[src/core/rsl_pkg.sv]
/*
 Package for the reset source logic: timing counts, cause flag layout,
 sequencer states and the packed carriers used by rsl_reset_source.
 Assumes a single 100 MHz system clock.
*/
package rsl_pkg;
    // Pin low-time accepted as a reset request, in clock cycles
    localparam int unsigned PIN_ACCEPT_CYCLES = 3;
    // Pin low-time the outside party must provide
    localparam int unsigned PIN_REQUIRED_CYCLES = 4;
    // Length of the system reset pulse issued to the core
    localparam int unsigned SYS_RESET_CYCLES = 16;
    localparam int unsigned CNT_W = 5;
    // Cause register layout
    localparam int unsigned CAUSE_W = 3;
    localparam int unsigned CAUSE_WDOG_BIT = 0;
    localparam int unsigned CAUSE_PIN_BIT = 1;
    localparam int unsigned CAUSE_POR_BIT = 2;
    localparam logic [2:0] CAUSE_RESET_VAL = 3'h4;
    // Watchdog reset select option unprogrammed state
    localparam logic WDOG_SEL_RESET = 1'h1;

    typedef enum logic [2:0] {
        RSL_RUN = 3'h1,
        RSL_SYS_RESET = 3'h2,
        RSL_POR_HOLD = 3'h4
    } rsl_state_t;

    // Event inputs to the sequencer
    typedef struct packed {
        logic wdog_expire;
        logic core_active;
        logic brownout;
    } rsl_events_t;

    // Outputs toward the core
    typedef struct packed {
        logic sys_reset;
        logic por_reset;
        logic wdog_irq;
    } rsl_ctrl_t;
endpackage : rsl_pkg

[src/core/rsl_pin_filter.sv]
/*
 Reset pin filter: two-stage synchroniser and low-time counter.
 Assumes reset_pin_n is asynchronous to clk and active low.
*/
`timescale 1ns/1ps
`default_nettype none
module rsl_pin_filter #(
    parameter int unsigned ACCEPT = rsl_pkg::PIN_ACCEPT_CYCLES
) (
    input wire logic clk,          // System clock
    input wire logic reset_n,      // Synchronous reset, active low
    input wire logic reset_pin_n,  // Raw reset pin
    output logic request           // One-cycle pulse, pin low long enough
);
    logic sync_a;
    logic sync_b;
    logic [rsl_pkg::CNT_W-1:0] low_cnt;
    logic [rsl_pkg::CNT_W-1:0] next_low_cnt;
    logic next_request;

    // Count only after the second flop; first flop feeds nothing else
    always_comb begin
        next_low_cnt = low_cnt;
        next_request = 1'h0;
        if (sync_b) begin
            next_low_cnt = '0;
        end else if (low_cnt < rsl_pkg::CNT_W'(ACCEPT)) begin
            next_low_cnt = low_cnt + 1'h1;
            // Three accepted since a four-cycle pulse may be caught short
            next_request = (low_cnt == rsl_pkg::CNT_W'(ACCEPT - 1));
        end
    end

    // Pin synchroniser and counter registers; pin idles high
    always_ff @(posedge clk) begin
        if (!reset_n) begin
            sync_a <= 1'h1;
            sync_b <= 1'h1;
            low_cnt <= '0;
            request <= 1'h0;
        end else begin
            sync_a <= reset_pin_n;
            sync_b <= sync_a;
            low_cnt <= next_low_cnt;
            request <= next_request;
        end
    end

    a_pin_accept: assert property (@(posedge clk) disable iff (!reset_n)
        (!sync_b [*3]) ##0 $past(sync_b, 3) |=> request)
        else $error("pin low three cycles not accepted");
    a_pin_single: assert property (@(posedge clk) disable iff (!reset_n)
        request |=> !request)
        else $error("pin request longer than one cycle");
endmodule : rsl_pin_filter
`default_nettype wire

[src/core/rsl_reset_source.sv]
/*
 Reset source logic: merges reset pin, watchdog expiry and brown-out into
 a system reset, a power-on reset or a watchdog interrupt, and keeps the
 reset cause flags. Assumes the watchdog and brown-out inputs are on clk.
*/
`timescale 1ns/1ps
`default_nettype none
module rsl_reset_source #(
    parameter int unsigned SYS_CYCLES = rsl_pkg::SYS_RESET_CYCLES
) (
    input wire logic clk,                  // System clock, 100 MHz
    input wire logic reset_n,              // Synchronous reset, active low
    input wire logic reset_pin_n,          // Board reset pin, asynchronous
    input wire logic wdog_expire,          // Watchdog time-out pulse
    input wire logic core_active,          // Core in normal or halt mode
    input wire logic brownout,             // Supply below brown-out threshold
    input wire logic watchdog_reset_select_option, // 1 reset, 0 interrupt
    input wire logic cause_clear,          // Software clears cause register
    output logic sys_reset,                // System reset to the core
    output logic por_reset,                // Full power-on reset to the core
    output logic wdog_irq,                 // Watchdog interrupt pulse
    output logic [2:0] reset_cause_register // Cause flags
);
    logic pin_request;
    rsl_pkg::rsl_state_t state;
    rsl_pkg::rsl_state_t next_state;
    logic [rsl_pkg::CNT_W-1:0] cnt;
    logic [rsl_pkg::CNT_W-1:0] next_cnt;
    logic [2:0] next_cause;
    rsl_pkg::rsl_events_t ev;
    rsl_pkg::rsl_ctrl_t ctrl;
    rsl_pkg::rsl_ctrl_t next_ctrl;

    rsl_pin_filter #(
        .ACCEPT(rsl_pkg::PIN_ACCEPT_CYCLES)
    ) u_pin (
        .clk(clk),
        .reset_n(reset_n),
        .reset_pin_n(reset_pin_n),
        .request(pin_request)
    );

    assign ev = '{wdog_expire: wdog_expire, core_active: core_active,
                  brownout: brownout};

    // Watchdog reset only counts while the core runs or halts
    function automatic logic wdog_resets(input rsl_pkg::rsl_events_t e, input logic sel);
        wdog_resets = e.wdog_expire && e.core_active && (sel == rsl_pkg::WDOG_SEL_RESET);
    endfunction : wdog_resets

    // Sequencer next state; brown-out outranks everything
    always_comb begin
        next_state = state;
        next_cnt = cnt;
        next_cause = reset_cause_register;
        next_ctrl = '0;
        if (cause_clear) begin
            next_cause = '0;
        end
        unique case (state)
            rsl_pkg::RSL_RUN: begin
                if (ev.brownout) begin
                    next_state = rsl_pkg::RSL_POR_HOLD;
                    next_cause = 3'h0;
                    next_cause[rsl_pkg::CAUSE_POR_BIT] = 1'h1;
                end else if (wdog_resets(ev, watchdog_reset_select_option)) begin
                    next_state = rsl_pkg::RSL_SYS_RESET;
                    next_cnt = '0;
                    next_cause[rsl_pkg::CAUSE_WDOG_BIT] = 1'h1;
                end else if (pin_request) begin
                    next_state = rsl_pkg::RSL_SYS_RESET;
                    next_cnt = '0;
                    next_cause[rsl_pkg::CAUSE_PIN_BIT] = 1'h1;
                end else if (ev.wdog_expire && ev.core_active) begin
                    next_ctrl.wdog_irq = 1'h1;
                end
            end
            rsl_pkg::RSL_SYS_RESET: begin
                if (ev.brownout) begin
                    next_state = rsl_pkg::RSL_POR_HOLD;
                    next_cause[rsl_pkg::CAUSE_POR_BIT] = 1'h1;
                end else if (cnt == rsl_pkg::CNT_W'(SYS_CYCLES - 1)) begin
                    next_state = rsl_pkg::RSL_RUN;
                end else begin
                    next_cnt = cnt + 1'h1;
                end
            end
            rsl_pkg::RSL_POR_HOLD: begin
                // Stay in power-on reset until supply back, then full sequence
                if (!ev.brownout) begin
                    next_state = rsl_pkg::RSL_SYS_RESET;
                    next_cnt = '0;
                end
            end
        endcase
        next_ctrl.sys_reset = (next_state != rsl_pkg::RSL_RUN);
        next_ctrl.por_reset = (next_state == rsl_pkg::RSL_POR_HOLD);
    end

    // Sequencer and output registers
    always_ff @(posedge clk) begin
        if (!reset_n) begin
            state <= rsl_pkg::RSL_POR_HOLD;
            cnt <= '0;
            reset_cause_register <= rsl_pkg::CAUSE_RESET_VAL;
            // Core held in power-on reset, no interrupt, until release
            ctrl <= '{sys_reset: 1'h1,
                      por_reset: 1'h1,
                      wdog_irq: 1'h0};
        end else begin
            state <= next_state;
            cnt <= next_cnt;
            reset_cause_register <= next_cause;
            ctrl <= next_ctrl;
        end
    end

    assign sys_reset = ctrl.sys_reset;
    assign por_reset = ctrl.por_reset;
    assign wdog_irq = ctrl.wdog_irq;

    a_wdog_reset: assert property (@(posedge clk) disable iff (!reset_n)
        (state == rsl_pkg::RSL_RUN && !brownout && wdog_expire && core_active
         && watchdog_reset_select_option) |=> sys_reset && !wdog_irq)
        else $error("watchdog expiry did not reset");
    a_wdog_irq: assert property (@(posedge clk) disable iff (!reset_n)
        (state == rsl_pkg::RSL_RUN && !brownout && wdog_expire && core_active
         && !watchdog_reset_select_option && !pin_request) |=> wdog_irq && !sys_reset)
        else $error("watchdog interrupt mode misbehaved");
    a_wdog_cause: assert property (@(posedge clk) disable iff (!reset_n)
        (state == rsl_pkg::RSL_RUN && !brownout && wdog_expire && core_active
         && watchdog_reset_select_option) |=> reset_cause_register[rsl_pkg::CAUSE_WDOG_BIT])
        else $error("watchdog cause flag not set");
    a_pin_reset: assert property (@(posedge clk) disable iff (!reset_n)
        (pin_request && state == rsl_pkg::RSL_RUN) |=> sys_reset [*8])
        else $error("pin request did not hold system reset");
    a_por_recover: assert property (@(posedge clk) disable iff (!reset_n)
        (state == rsl_pkg::RSL_RUN && brownout) |=> por_reset ##0 sys_reset)
        else $error("brown-out did not give power-on reset");
    a_pin_chain: assert property (@(posedge clk) disable iff (!reset_n)
        (state == rsl_pkg::RSL_RUN && !brownout && !wdog_expire && $fell(reset_pin_n))
        |-> ##[1:8] (pin_request || reset_pin_n))
        else $error("pin request not raised after sync");
    a_seq_len: assert property (@(posedge clk) disable iff (!reset_n)
        $fell(sys_reset) |-> $past(state) == rsl_pkg::RSL_SYS_RESET)
        else $error("system reset ended outside sequence");
    a_por_exit: assert property (@(posedge clk) disable iff (!reset_n)
        $fell(por_reset) |-> sys_reset)
        else $error("power-on reset released without system reset");

    // Interrupt mode hazards: a stuck pulse would flood the core, and an
    // interrupt must never come with a reset, or the handler would be lost
    a_irq_single: assert property (@(posedge clk) disable iff (!reset_n)
        wdog_irq |=> !wdog_irq)
        else $error("watchdog interrupt longer than one cycle");
    a_irq_no_reset: assert property (@(posedge clk) disable iff (!reset_n)
        wdog_irq |-> !sys_reset)
        else $error("watchdog interrupt during system reset");
    a_irq_source: assert property (@(posedge clk) disable iff (!reset_n)
        wdog_irq |-> $past(wdog_expire) && $past(core_active))
        else $error("watchdog interrupt without an expiry");

    // Expiry while the core sleeps is ignored in both option settings
    a_sleep_ignore: assert property (@(posedge clk) disable iff (!reset_n)
        (state == rsl_pkg::RSL_RUN && !brownout && wdog_expire && !core_active
         && !pin_request) |=> !sys_reset && !wdog_irq)
        else $error("expiry acted on while core asleep");

    // Clearing the cause flags with no new event empties the register
    a_cause_clear: assert property (@(posedge clk) disable iff (!reset_n)
        (cause_clear && state == rsl_pkg::RSL_RUN && !brownout && !wdog_expire
         && !pin_request) |=> reset_cause_register == '0)
        else $error("cause register not cleared");

    // A clear in the same cycle as a watchdog reset must not hide the cause
    a_cause_set_wins: assert property (@(posedge clk) disable iff (!reset_n)
        (cause_clear && state == rsl_pkg::RSL_RUN && !brownout
         && wdog_resets(ev, watchdog_reset_select_option))
        |=> reset_cause_register[rsl_pkg::CAUSE_WDOG_BIT])
        else $error("clear beat a watchdog cause");

    // Brown-out from run leaves only the power-on cause behind
    a_por_cause: assert property (@(posedge clk) disable iff (!reset_n)
        (state == rsl_pkg::RSL_RUN && brownout)
        |=> reset_cause_register == rsl_pkg::CAUSE_RESET_VAL)
        else $error("brown-out cause not recorded");

    // Power-on reset stands for as long as the supply is low
    a_por_hold: assert property (@(posedge clk) disable iff (!reset_n)
        (state == rsl_pkg::RSL_POR_HOLD && brownout) |=> por_reset && sys_reset)
        else $error("power-on reset dropped while supply low");

    // Sequence counter stays inside the pulse length; a runaway would
    // leave the core in reset for good
    a_cnt_range: assert property (@(posedge clk) disable iff (!reset_n)
        (state == rsl_pkg::RSL_SYS_RESET) |-> cnt < rsl_pkg::CNT_W'(SYS_CYCLES))
        else $error("sequence counter out of range");
    a_state_legal: assert property (@(posedge clk) disable iff (!reset_n)
        $onehot(state))
        else $error("sequencer state not one-hot");

    c_wdog_reset: cover property (@(posedge clk) disable iff (!reset_n)
        $rose(reset_cause_register[rsl_pkg::CAUSE_WDOG_BIT]));
    c_wdog_irq: cover property (@(posedge clk) disable iff (!reset_n) wdog_irq);
    c_pin_reset: cover property (@(posedge clk) disable iff (!reset_n)
        pin_request ##1 sys_reset);
    c_brownout: cover property (@(posedge clk) disable iff (!reset_n) $fell(por_reset));
    c_seq_done: cover property (@(posedge clk) disable iff (!reset_n) $fell(sys_reset));
endmodule : rsl_reset_source
`default_nettype wire

[config.mk]
export PLATFORM = sky130hd
export DESIGN_NAME = rsl_reset_source
export DESIGN_NICKNAME = d
export VERILOG_FILES = /design/src/core/rsl_pkg.sv /design/src/core/rsl_pin_filter.sv /design/src/core/rsl_reset_source.sv
export SDC_FILE = /design/constraint.sdc
export NUM_CORES = 1
export LEC_CHECK = 0
export BUFFER_PORTS_ARGS = -buffer_cell sky130_fd_sc_hd__buf_2
export CAP_MARGIN = 20
export CORE_ASPECT_RATIO = 0.9
export CORE_MARGIN = 2
export CORE_UTILIZATION = 40
export CTS_BUF_LIST = sky130_fd_sc_hd__clkbuf_2
export DETAILED_ROUTE_END_ITERATION = 10
export MAX_ROUTING_LAYER = met4
export PLACE_DENSITY = 0.61
export SLEW_MARGIN = 0
export SYNTH_ARGS = -nofsm -noshare
export SYNTH_HDL_FRONTEND = slang
export SYNTH_SLANG_ARGS = --single-unit
[constraint.sdc]
create_clock -name clk -period 4.6 [get_ports clk]
set_input_delay 0.46 -clock clk [delete_from_list [all_inputs] [get_ports clk]]
set_output_delay 0.46 -clock clk [all_outputs]
set_load 0.01 [all_outputs]
==> impl_metrics.py, run 1 <==
metrics = {
    "worst_setup_path": {
        "cp_max_fo": 5,
        "critical_path_arrival_ps": 2100,
        "critPathKind": "register to register",
        "r2r-start": "cnt[0]",
        "startpoint_type": "register",
        "endpoint_kind": "register",
        "regToRegSetupSlack_ps": 2770,
        "crit_required_ps": 4860,
        "r2r_end": "cnt[4]",
        "startpoint": "cnt[0]",
        "crit_end": "cnt[4]",
        "rr_worst_depth": 7,
    },
    "grt": {
        "grt-ovfl-total": 0,
        "grt_usage_pct": 13.4,
        "grt_max_degree": 15,
        "grt_pass1_vias": 718,
        "grt_antenna_before_repair": 0,
        "grt_first_pass_wirelength_um": 3010,
    },
    "sta": {
        "fmax_mhz": 546,
        "finalSetupViolations": 0,
        "slew_headroom_pct": 71.2,
        "rsz0062_at_grt": "no",
        "fin_crit_ps": 1830,
        "skew_ps": 12.3,
        "tightest_slew_ps": 431,
        "timing.final.crit_share_pct": 39.8,
        "hold_violations": 0,
        "slew_viol_final": 0,
        "fin_setup_tns_ps": 0,
    },
    "hold_path": {
        "min_path_cells": 2,
        "hold_path_class": "primary input to register",
    },
    "cells_and_area": {
        "fillCellCount": 235,
        "layout_common_cells": "dfxtp_1 (22), buf_2 (13), nand2_1 (6), a21oi_1 (6)",
        "postLayoutCoreUtil_pct": 46.5,
        "nets": 132,
        "n_antenna_cell": 0,
        "final_layout_size_suffix_gt1_share_pct": 19.5,
        "areaGrowthSynthToFinish_pct": 11.8,
        "final_common_cell": "dfxtp_1",
    },
    "clocking": {
        "path_clk_slew_ps": 210,
        "postCtsHoldBufs": 0,
        "cts-resized-gates": 0,
        "numClockSinks": 22,
        "tritoncts": "yes",
        "clkLatencyLatePin_ps": 320,
        "postCtsSetupBuffers": 0,
        "cts_inserted_buffers": 3,
        "ctsRootBufferMaster": "clkbuf_2",
        "htreeDepth": 1,
        "clockBufferDepth": 2,
    },
    "drt": {
        "drtPass1Iterations": 4,
        "totalWireLength_um": 1720,
        "avgViaCountPerCell": 5.40,
        "route.met3.wl_um": 63,
        "top_layer": "met4",
        "avgRoutedWirePerCell_um": 11.8,
        "detail-route-antenna-nets": 0,
        "post-route-drc-count": 0,
        "num_vias": 789,
        "dr_wl_met2_um": 851,
        "met1_length_um": 785,
        "drtIter0Drc": 25,
    },
    "placed_design": {
        "dp_hpwl_um": 1350,
        "place_congestion": 0.786,
        "port_buffers": 13,
    },
    "floorplan": {
        "start_util_pct": 41.6,
        "core_um2": 2420,
        "fp.dieH_um": 51.7,
        "die_w_um": 57.0,
        "dieArea_um2": 2940,
        "fp-row-count": 17,
        "io_pins": 14,
    },
    "synthesis": {
        "ys_types": 38,
        "synth_edf_count": 0,
        "syn_area_um2": 1010,
        "async_flop_share_pct": 0,
        "ys_seq_area_share_pct": 43.6,
        "syn-num-nets": 119,
        "ys_ff_latch": 22,
        "avgSynthCellArea_um2": 9.53,
        "synthCells": 106,
        "ys.flop_type": "dfxtp_1",
        "yosysWarningCount": 0,
    },
    "pwr": {
        "power.leakage_uw": 0.000445,
        "ir_worst_vdd_mv": 0.199,
        "powerDensity_nw_per_um2": 311,
    },
    "run": {
        "drv_cap": 0,
    },
    "run_status": {
        "status": "completed",
    },
}
==> worst max-delay path, stage by stage, from the launching register on <==
cell and delay (ps):
dfxtp_1 380, ha_1 220, and3_1 210, ha_1 230, nand4bb_1 110, nand4_1 110, a21oi_2 290, mux2i_1 210
==> final cells by class <==
cell class,count,area [um^2],share of cell area (%)
Timing Repair Buffer,13,65.1,5.76
Clock buffer,3,15.0,1.33
Clock inverter,1,30.0,2.66
Sequential cell,22,440,39.0
Multi-Input combinational cell,75,528,46.8
Tap cell,28,35.0,3.10
Inverter,4,15.0,1.33
==> how the worst min path moves through the flow <==
stage,startpoint,end,slack (ps)
6_report,reset_pin_n,u_pin.sync_a,310
5_1_grt,reset_pin_n,u_pin.sync_a,290
3_5_place_dp,u_pin.sync_a,u_pin.sync_b,410
2_1_floorplan,u_pin.sync_a,u_pin.sync_b,390
4_1_cts,reset_pin_n,u_pin.sync_a,290
3_3_place_gp,u_pin.sync_a,u_pin.sync_b,400
==> power by group <==
part	switching, uW	internal [uW]	total (uW)
logic	11.4	9.24	20.7
clock network	57.4	75.0	132
registers	3.86	194	198
==> synthesized netlist by cell type (3+ instances only) <==
library cell | number | area [um^2]
dfxtp_1 | 22 | 440
a21oi_1 | 6 | 30.0
nand2_1 | 6 | 22.5
ha_1 | 5 | 62.6
nand2b_1 | 5 | 31.3
nand3_1 | 5 | 25.0
inv_1 | 4 | 15.0
mux2i_1 | 4 | 40.0
nor2_1 | 4 | 15.0
o21ai_0 | 4 | 20.0
buf_2 | 3 | 15.0
or4bb_1 | 3 | 33.8
==> per-stage QoR <==
stage / area [um^2] / setup WS, ps / std cells / power [uW] / hold slack, ps
floorplan: 1010 / 2970 / 106 / 216 / 386
global placement: 1080 / 2880 / 142 / 222 / 398
detailed placement: 1080 / 2810 / 142 / 223 / 407
CTS: 1130 / 2760 / 146 / 356 / 293
global route: 1130 / 2610 / 146 / 363 / 287
finish: 1130 / 2770 / 146 / 351 / 313
==> logic make-up after synthesis <==
| group | after synthesis | synth area share [%] |
|---|---|---|
| fa+ha+maj | 5 | 6.20 |
| flops | 22 | 43.6 |
| simple gates | 45 | 28.5 |
| compound gates | 21 | 13.6 |
| buf+inv | 9 | 4.09 |
| mux | 4 | 3.97 |
==> routing by layer <==
| metal | up-vias | GRT usage [%] |
|---|---|---|
| met1 | 368 | 15.1 |
| li1 | 405 | - |
| met2 | 12 | 23.2 |
| met3 | 4 | 4.48 |
| met4 | 0 | 3.49 |
| met5 | - | - |
==> flip-flops by register name (all words and copies together) (netlist names) <==
register	flops
cnt	5
por_reset	1
reset_cause_register	3
state	3
sys_reset	1
u_pin.low_cnt	5
u_pin.request	1
u_pin.sync_a	1
u_pin.sync_b	1
wdog_irq	1
Power figures use the tool's default switching activity.
==> run 2, diff against run 1 <==
--- a/config.mk
+++ b/config.mk
@@ -13,7 +13,7 @@
 export CTS_BUF_LIST = sky130_fd_sc_hd__clkbuf_2
 export DETAILED_ROUTE_END_ITERATION = 10
 export MAX_ROUTING_LAYER = met4
-export PLACE_DENSITY = 0.61
+export PLACE_DENSITY = 0.63
 export SLEW_MARGIN = 0
 export SYNTH_ARGS = -nofsm -noshare
 export SYNTH_HDL_FRONTEND = slang
==> constraint.sdc (replaced) <==
create_clock -name clk -period 1.66 [get_ports clk]
set_input_delay 0.166 -clock clk [delete_from_list [all_inputs] [get_ports clk]]
set_output_delay 0.166 -clock clk [all_outputs]
set_load 0.01 [all_outputs]
==> run 2 against run 1 <==
Compared with the run above:
- combinational power grew to 4.1 times the previous value
- die area did not move
- register-to-register slack worse by 2700 ps
- non-clock buffer count increased by 14
- via count grew 6.1%
- sequential share of layout area decreased by 5.1 points
- design area increased by 16%
- critical path depth unchanged
- worst hold slack got worse by 260 ps
==> impl_metrics.py, run 2 (synthesized netlist as in run 1, its figures left out) <==
metrics = {
    "pwr": {
        "ir_worst_vdd_mv": 0.714,
        "powerDensity_nw_per_um2": 766,
        "power.leakage_uw": 0.000520,
    },
    "worst_setup_path": {
        "regToRegSetupSlack_ps": 30,
        "endpoint_kind": "register",
        "cp_max_fo": 5,
        "worst-path-buf-inv": 3,
        "rr_worst_depth": 7,
        "max_stage_delay_ps": 470,
        "critPathKind": "register to register",
        "crit_family": "simple AND/OR/NAND/NOR gates",
        "startpoint": "state[0]",
        "r2r-start": "state[0]",
        "critical_path_arrival_ps": 1890,
        "startpoint_type": "register",
        "slowest_stage": "or4bb_1",
        "crit_path_cell_trace": "buf_4, or4bb_1, nand4_1, a21oi_2, buf_6, buf_12, o21ai_2",
        "crit_required_ps": 1920,
        "r2r_end": "cnt[0]",
    },
    "floorplan": {
        "fp-row-count": 17,
        "start_util_pct": 41.6,
        "core_um2": 2420,
        "io_pins": 14,
        "dieArea_um2": 2940,
        "die_w_um": 57.0,
        "fp.dieH_um": 51.7,
    },
    "clocking": {
        "htreeDepth": 1,
        "clkLatencyLatePin_ps": 330,
        "cts_inserted_buffers": 3,
        "numClockSinks": 22,
        "clockBufferDepth": 2,
        "tritoncts": "yes",
        "ctsRootBufferMaster": "clkbuf_2",
        "path_clk_slew_ps": 220,
    },
    "grt": {
        "grt_usage_pct": 15.0,
        "grt_antenna_before_repair": 0,
        "grt_pass1_vias": 781,
        "grt_first_pass_wirelength_um": 3380,
        "grt-ovfl-total": 0,
        "grt_max_degree": 15,
    },
    "drt": {
        "avgRoutedWirePerCell_um": 12.9,
        "avgViaCountPerCell": 5.23,
        "post-route-drc-count": 0,
        "totalWireLength_um": 2060,
        "num_vias": 837,
        "detail-route-antenna-nets": 0,
        "drtIter0Drc": 16,
        "drtPass1Iterations": 4,
    },
    "sta": {
        "slew_viol_final": 0,
        "rsz0062_at_grt": "yes",
        "slew_headroom_pct": 71.3,
        "fmax_mhz": 614,
        "timing.final.crit_share_pct": 98.1,
        "fin_setup_tns_ps": 0,
        "tightest_slew_ps": 430,
        "skew_ps": 15.3,
        "finalSetupViolations": 0,
        "hold_violations": 0,
        "fin_crit_ps": 1630,
    },
    "hold_path": {
        "min_from": "core_active",
        "min_to": "wdog_irq",
        "min_path_cells": 3,
        "hold_path_class": "primary input to register",
    },
    "placed_design": {
        "place_congestion": 0.825,
        "dp.cells": 150,
        "dp_hpwl_um": 1410,
        "port_buffers": 13,
    },
    "cells_and_area": {
        "n_antenna_cell": 0,
        "layout_common_cells": "dfxtp_1 (19), buf_2 (13), buf_4 (11), nand2_1 (6), a21oi_1 (6)",
        "final_layout_size_suffix_gt1_share_pct": 34.1,
        "nets": 146,
        "final_common_cell": "dfxtp_1",
        "layout.cells.non_filler": 160,
        "reg_top3": "cnt x5, u_pin.low_cnt x5",
        "areaGrowthSynthToFinish_pct": 29.7,
    },
    "run_status": {
        "status": "completed",
    },
    "run": {
        "drv_cap": 0,
    },
}
## run 2: changes by cell type in the layout (fill, tap and decap cells not counted), moves of 2 or more
cell / change
dfxtp_2: +3
buf_4: +11
dfxtp_1: -3
ha_4: +2
ha_1: -3
## run 2: where the power goes
group | total [uW] | switching (uW) | internal, uW
registers | 546 | 7.45 | 539
clock network | 372 | 165 | 208
logic | 85.1 | 41.7 | 43.3
total | 1000 | 214 | 789
## run 2: per-layer routing
metal	up-vias	track usage (%)	part of all wire, %
li1	434	-	-
met5	-	-	0
met2	8	25.7	51
met4	0	2.71	0.63
met1	393	17.8	46
met3	2	4.73	3.0
## run 2: how the worst max path moves through the flow
stage           endpoint  slack, ps  depth (start not counted)
6_report          cnt[0]         30                          7
5_1_grt        sys_reset        -20                          7
4_1_cts           cnt[1]          2                          8
3_5_place_dp   sys_reset        -40                          7
3_3_place_gp      cnt[1]         30                          8
2_1_floorplan     cnt[1]         30                          7
## run 2: repair_timing
item                       CTS  global route
hold buffers                 1             0
gates resized for setup      6             7
hold endpoints to repair     1             0
setup endpoints to repair    5             7
setup buffers                0             5
pin swaps                    0             5
## run 2: cell type report
type | instances | area, um^2
Fill cell | 232 | 1110
Inverter | 4 | 15.0
Sequential cell | 22 | 444
Clock buffer | 3 | 15.0
Tap cell | 28 | 35.0
Multi-Input combinational cell | 75 | 582
Timing Repair Buffer | 27 | 189
Clock inverter | 1 | 30.0
## run 2: metrics by stage
| stage | hold WS (ps) | total power, uW | instance area (um^2) | worst slack, ps | utilization [%] |
|---|---|---|---|---|---|
| 2_1_floorplan | 267 | 598 | 1010 | 28.7 | - |
| 3_3_place_gp | 350 | 624 | 1140 | 31.9 | 47.2 |
| 3_5_place_dp | 351 | 625 | 1140 | -35.2 | 47.2 |
| 4_1_cts | 43.4 | 1010 | 1230 | 1.55 | 50.6 |
| 5_1_grt | 36.4 | 1050 | 1310 | -24.0 | 54.0 |
| 6_report | 53.7 | 1000 | 1310 | 30.8 | 54.0 |
## run 2: tightest hold or removal path, cell delays in order
cell and delay (ps):
buf_2 110, nand2_1 50, nor4_1 40
==> run 3, diff against run 2 <==
--- a/config.mk
+++ b/config.mk
@@ -12,7 +12,6 @@
 export CORE_UTILIZATION = 40
 export CTS_BUF_LIST = sky130_fd_sc_hd__clkbuf_2
 export DETAILED_ROUTE_END_ITERATION = 10
-export MAX_ROUTING_LAYER = met4
 export PLACE_DENSITY = 0.63
 export SLEW_MARGIN = 0
 export SYNTH_ARGS = -nofsm -noshare
==> run 3 against run 2 <==
Compared with the run above:
- power barely moved
- clock-buffer cell count did not move
- setup slack barely moved
- clock skew barely moved
- design area did not move
- global-route usage fell by 0.39 points
- critical endpoint unchanged
==> impl_metrics.py, run 3 (synthesized netlist as in run 1, its figures left out) <==
metrics = {
    "run_status": {
        "status": "completed",
    },
    "clocking": {
        "path_clk_slew_ps": 220,
        "clockBufferDepth": 2,
        "cts_inserted_buffers": 3,
        "ctsRootBufferMaster": "clkbuf_2",
        "tritoncts": "yes",
        "clkLatencyLatePin_ps": 330,
        "htreeDepth": 1,
        "numClockSinks": 22,
    },
    "floorplan": {
        "fp.dieH_um": 51.7,
        "io_pins": 14,
        "core_um2": 2420,
        "die_w_um": 57.0,
        "dieArea_um2": 2940,
        "start_util_pct": 41.6,
        "fp-row-count": 17,
    },
    "grt": {
        "grt_first_pass_wirelength_um": 3370,
        "grt-ovfl-total": 0,
        "grt_util_met1_pct": 17.8,
        "grt_pass1_vias": 782,
        "grt_max_degree": 15,
        "use_met2_pct": 25.7,
        "grt_util_met3_pct": 4.73,
        "grt_usage_pct": 14.7,
        "grt_antenna_before_repair": 0,
        "grt-busiest-layer": "met2",
    },
    "worst_setup_path": {
        "cp_max_fo": 5,
        "r2r-start": "state[0]",
        "slowest_stage": "or4bb_1",
        "startpoint_type": "register",
        "r2r_end": "cnt[0]",
        "crit_path_cell_trace": "buf_4, or4bb_1, nand4_1, a21oi_2, buf_6, buf_12, o21ai_2",
        "rr_worst_depth": 7,
        "crit_required_ps": 1920,
        "critPathKind": "register to register",
        "max_stage_delay_ps": 470,
        "crit_family": "simple AND/OR/NAND/NOR gates",
        "worst-path-buf-inv": 3,
        "critical_path_arrival_ps": 1890,
        "endpoint_kind": "register",
        "regToRegSetupSlack_ps": 30,
        "cp.depth": 7,
    },
    "cells_and_area": {
        "fillCellCount": 232,
        "regArea_um2": 444,
        "layout_common_cells": "dfxtp_1 (19), buf_2 (13), buf_4 (11), nand2_1 (6), a21oi_1 (6)",
        "finish.instance_area_um2": 1310,
        "reg_top3": "cnt x5, u_pin.low_cnt x5",
        "final_layout_size_suffix_gt1_share_pct": 34.1,
        "multiInputGateArea_um2": 582,
        "n_antenna_cell": 0,
        "areaGrowthSynthToFinish_pct": 29.7,
        "final_common_cell": "dfxtp_1",
        "nets": 146,
    },
    "drt": {
        "avgRoutedWirePerCell_um": 12.9,
        "drtIter0Drc": 16,
        "avgViaCountPerCell": 5.23,
        "detail-route-antenna-nets": 0,
        "num_vias": 837,
        "totalWireLength_um": 2060,
        "drtPass1Iterations": 4,
        "post-route-drc-count": 0,
    },
    "sta": {
        "hold_violations": 0,
        "skew_ps": 15.4,
        "tightest_slew_ps": 430,
        "rsz0062_at_grt": "yes",
        "slew_headroom_pct": 71.3,
        "timing.final.crit_share_pct": 98.1,
        "fin_crit_ps": 1630,
        "fmax_mhz": 614,
        "finalSetupViolations": 0,
        "slew_viol_final": 0,
    },
    "pwr": {
        "powerDensity_nw_per_um2": 766,
        "total_power_uw": 1000,
        "ir_worst_vdd_mv": 0.714,
        "power.leakage_uw": 0.000520,
    },
    "placed_design": {
        "dpl_cell_area_um2": 1140,
        "place_congestion": 0.813,
        "dp_hpwl_um": 1410,
        "port_buffers": 13,
    },
    "hold_path": {
        "min_from": "core_active",
        "min_to": "wdog_irq",
        "hold_path_class": "primary input to register",
        "min_path_cells": 3,
    },
    "run": {
        "drv_cap": 0,
    },
}
-- run 3: cell counts in the layout (fill, tap and decap cells not counted) --
No cell type changed its count.
-- run 3: worst max-delay path by stage --
stage / startpoint / end / slack [ps]
final: state[0] / cnt[0] / 30
after global routing: cnt[1] / sys_reset / -20
after CTS: cnt[0] / cnt[1] / 2
after detailed placement: cnt[1] / sys_reset / -40
after global placement: cnt[0] / cnt[1] / 30
after floorplan: cnt[0] / cnt[1] / 30
-- run 3: cell type report --
| cell class | count | share of cell area [%] |
|---|---|---|
| tap | 28 | 2.67 |
| clock buffer | 3 | 1.15 |
| multi-input combinational | 75 | 44.4 |
| clock inverter | 1 | 2.29 |
| sequential | 22 | 33.9 |
| timing repair buffer | 27 | 14.4 |
| inverter | 4 | 1.15 |
-- run 3: routing by layer --
layer  routed length, um  up-vias
met5                   0        -
met2                1040        8
met4                  13        0
li1                    -      434
met1                 943      393
met3                  61        2
-- run 3: what timing repair did --
item | CTS | global route
setup endpoints to repair | 5 | 7
gates cloned | 0 | 0
endpoints found under the hold margin | 1 | 0
pin swaps | 0 | 5
hold buffers | 1 | 0
buffers inserted | 0 | 5
resized for setup | 6 | 7
-- run 3: worst register-to-register path, cell delays in order, from the launching register on --
cell and delay, ps:
dfxtp_2 390, buf_4 140, or4bb_1 470, nand4_1 110, a21oi_2 50, buf_6 150
buf_12 120, o21ai_2 130
-- run 3: metrics by stage --
step / hold WS (ps) / worst slack, ps / cells / utilization, % / TNS, ps
detailed placement: 351 / -35.2 / 150 / 47.2 / -43.9
finish: 53.7 / 30.7 / 160 / 54.0 / 0
CTS: 43.4 / 1.55 / 155 / 50.6 / 0
global placement: 350 / 31.9 / 150 / 47.2 / 0
global route: 36.4 / -24.0 / 160 / 54.0 / -46.1
floorplan: 267 / 28.7 / 106 / - / 0
-- run 3: where the power goes --
part	switching, uW	internal [uW]	leakage, uW
clock	164	208	0.0000266
sequential	7.45	539	0.000180
combinational	41.7	43.3	0.000313
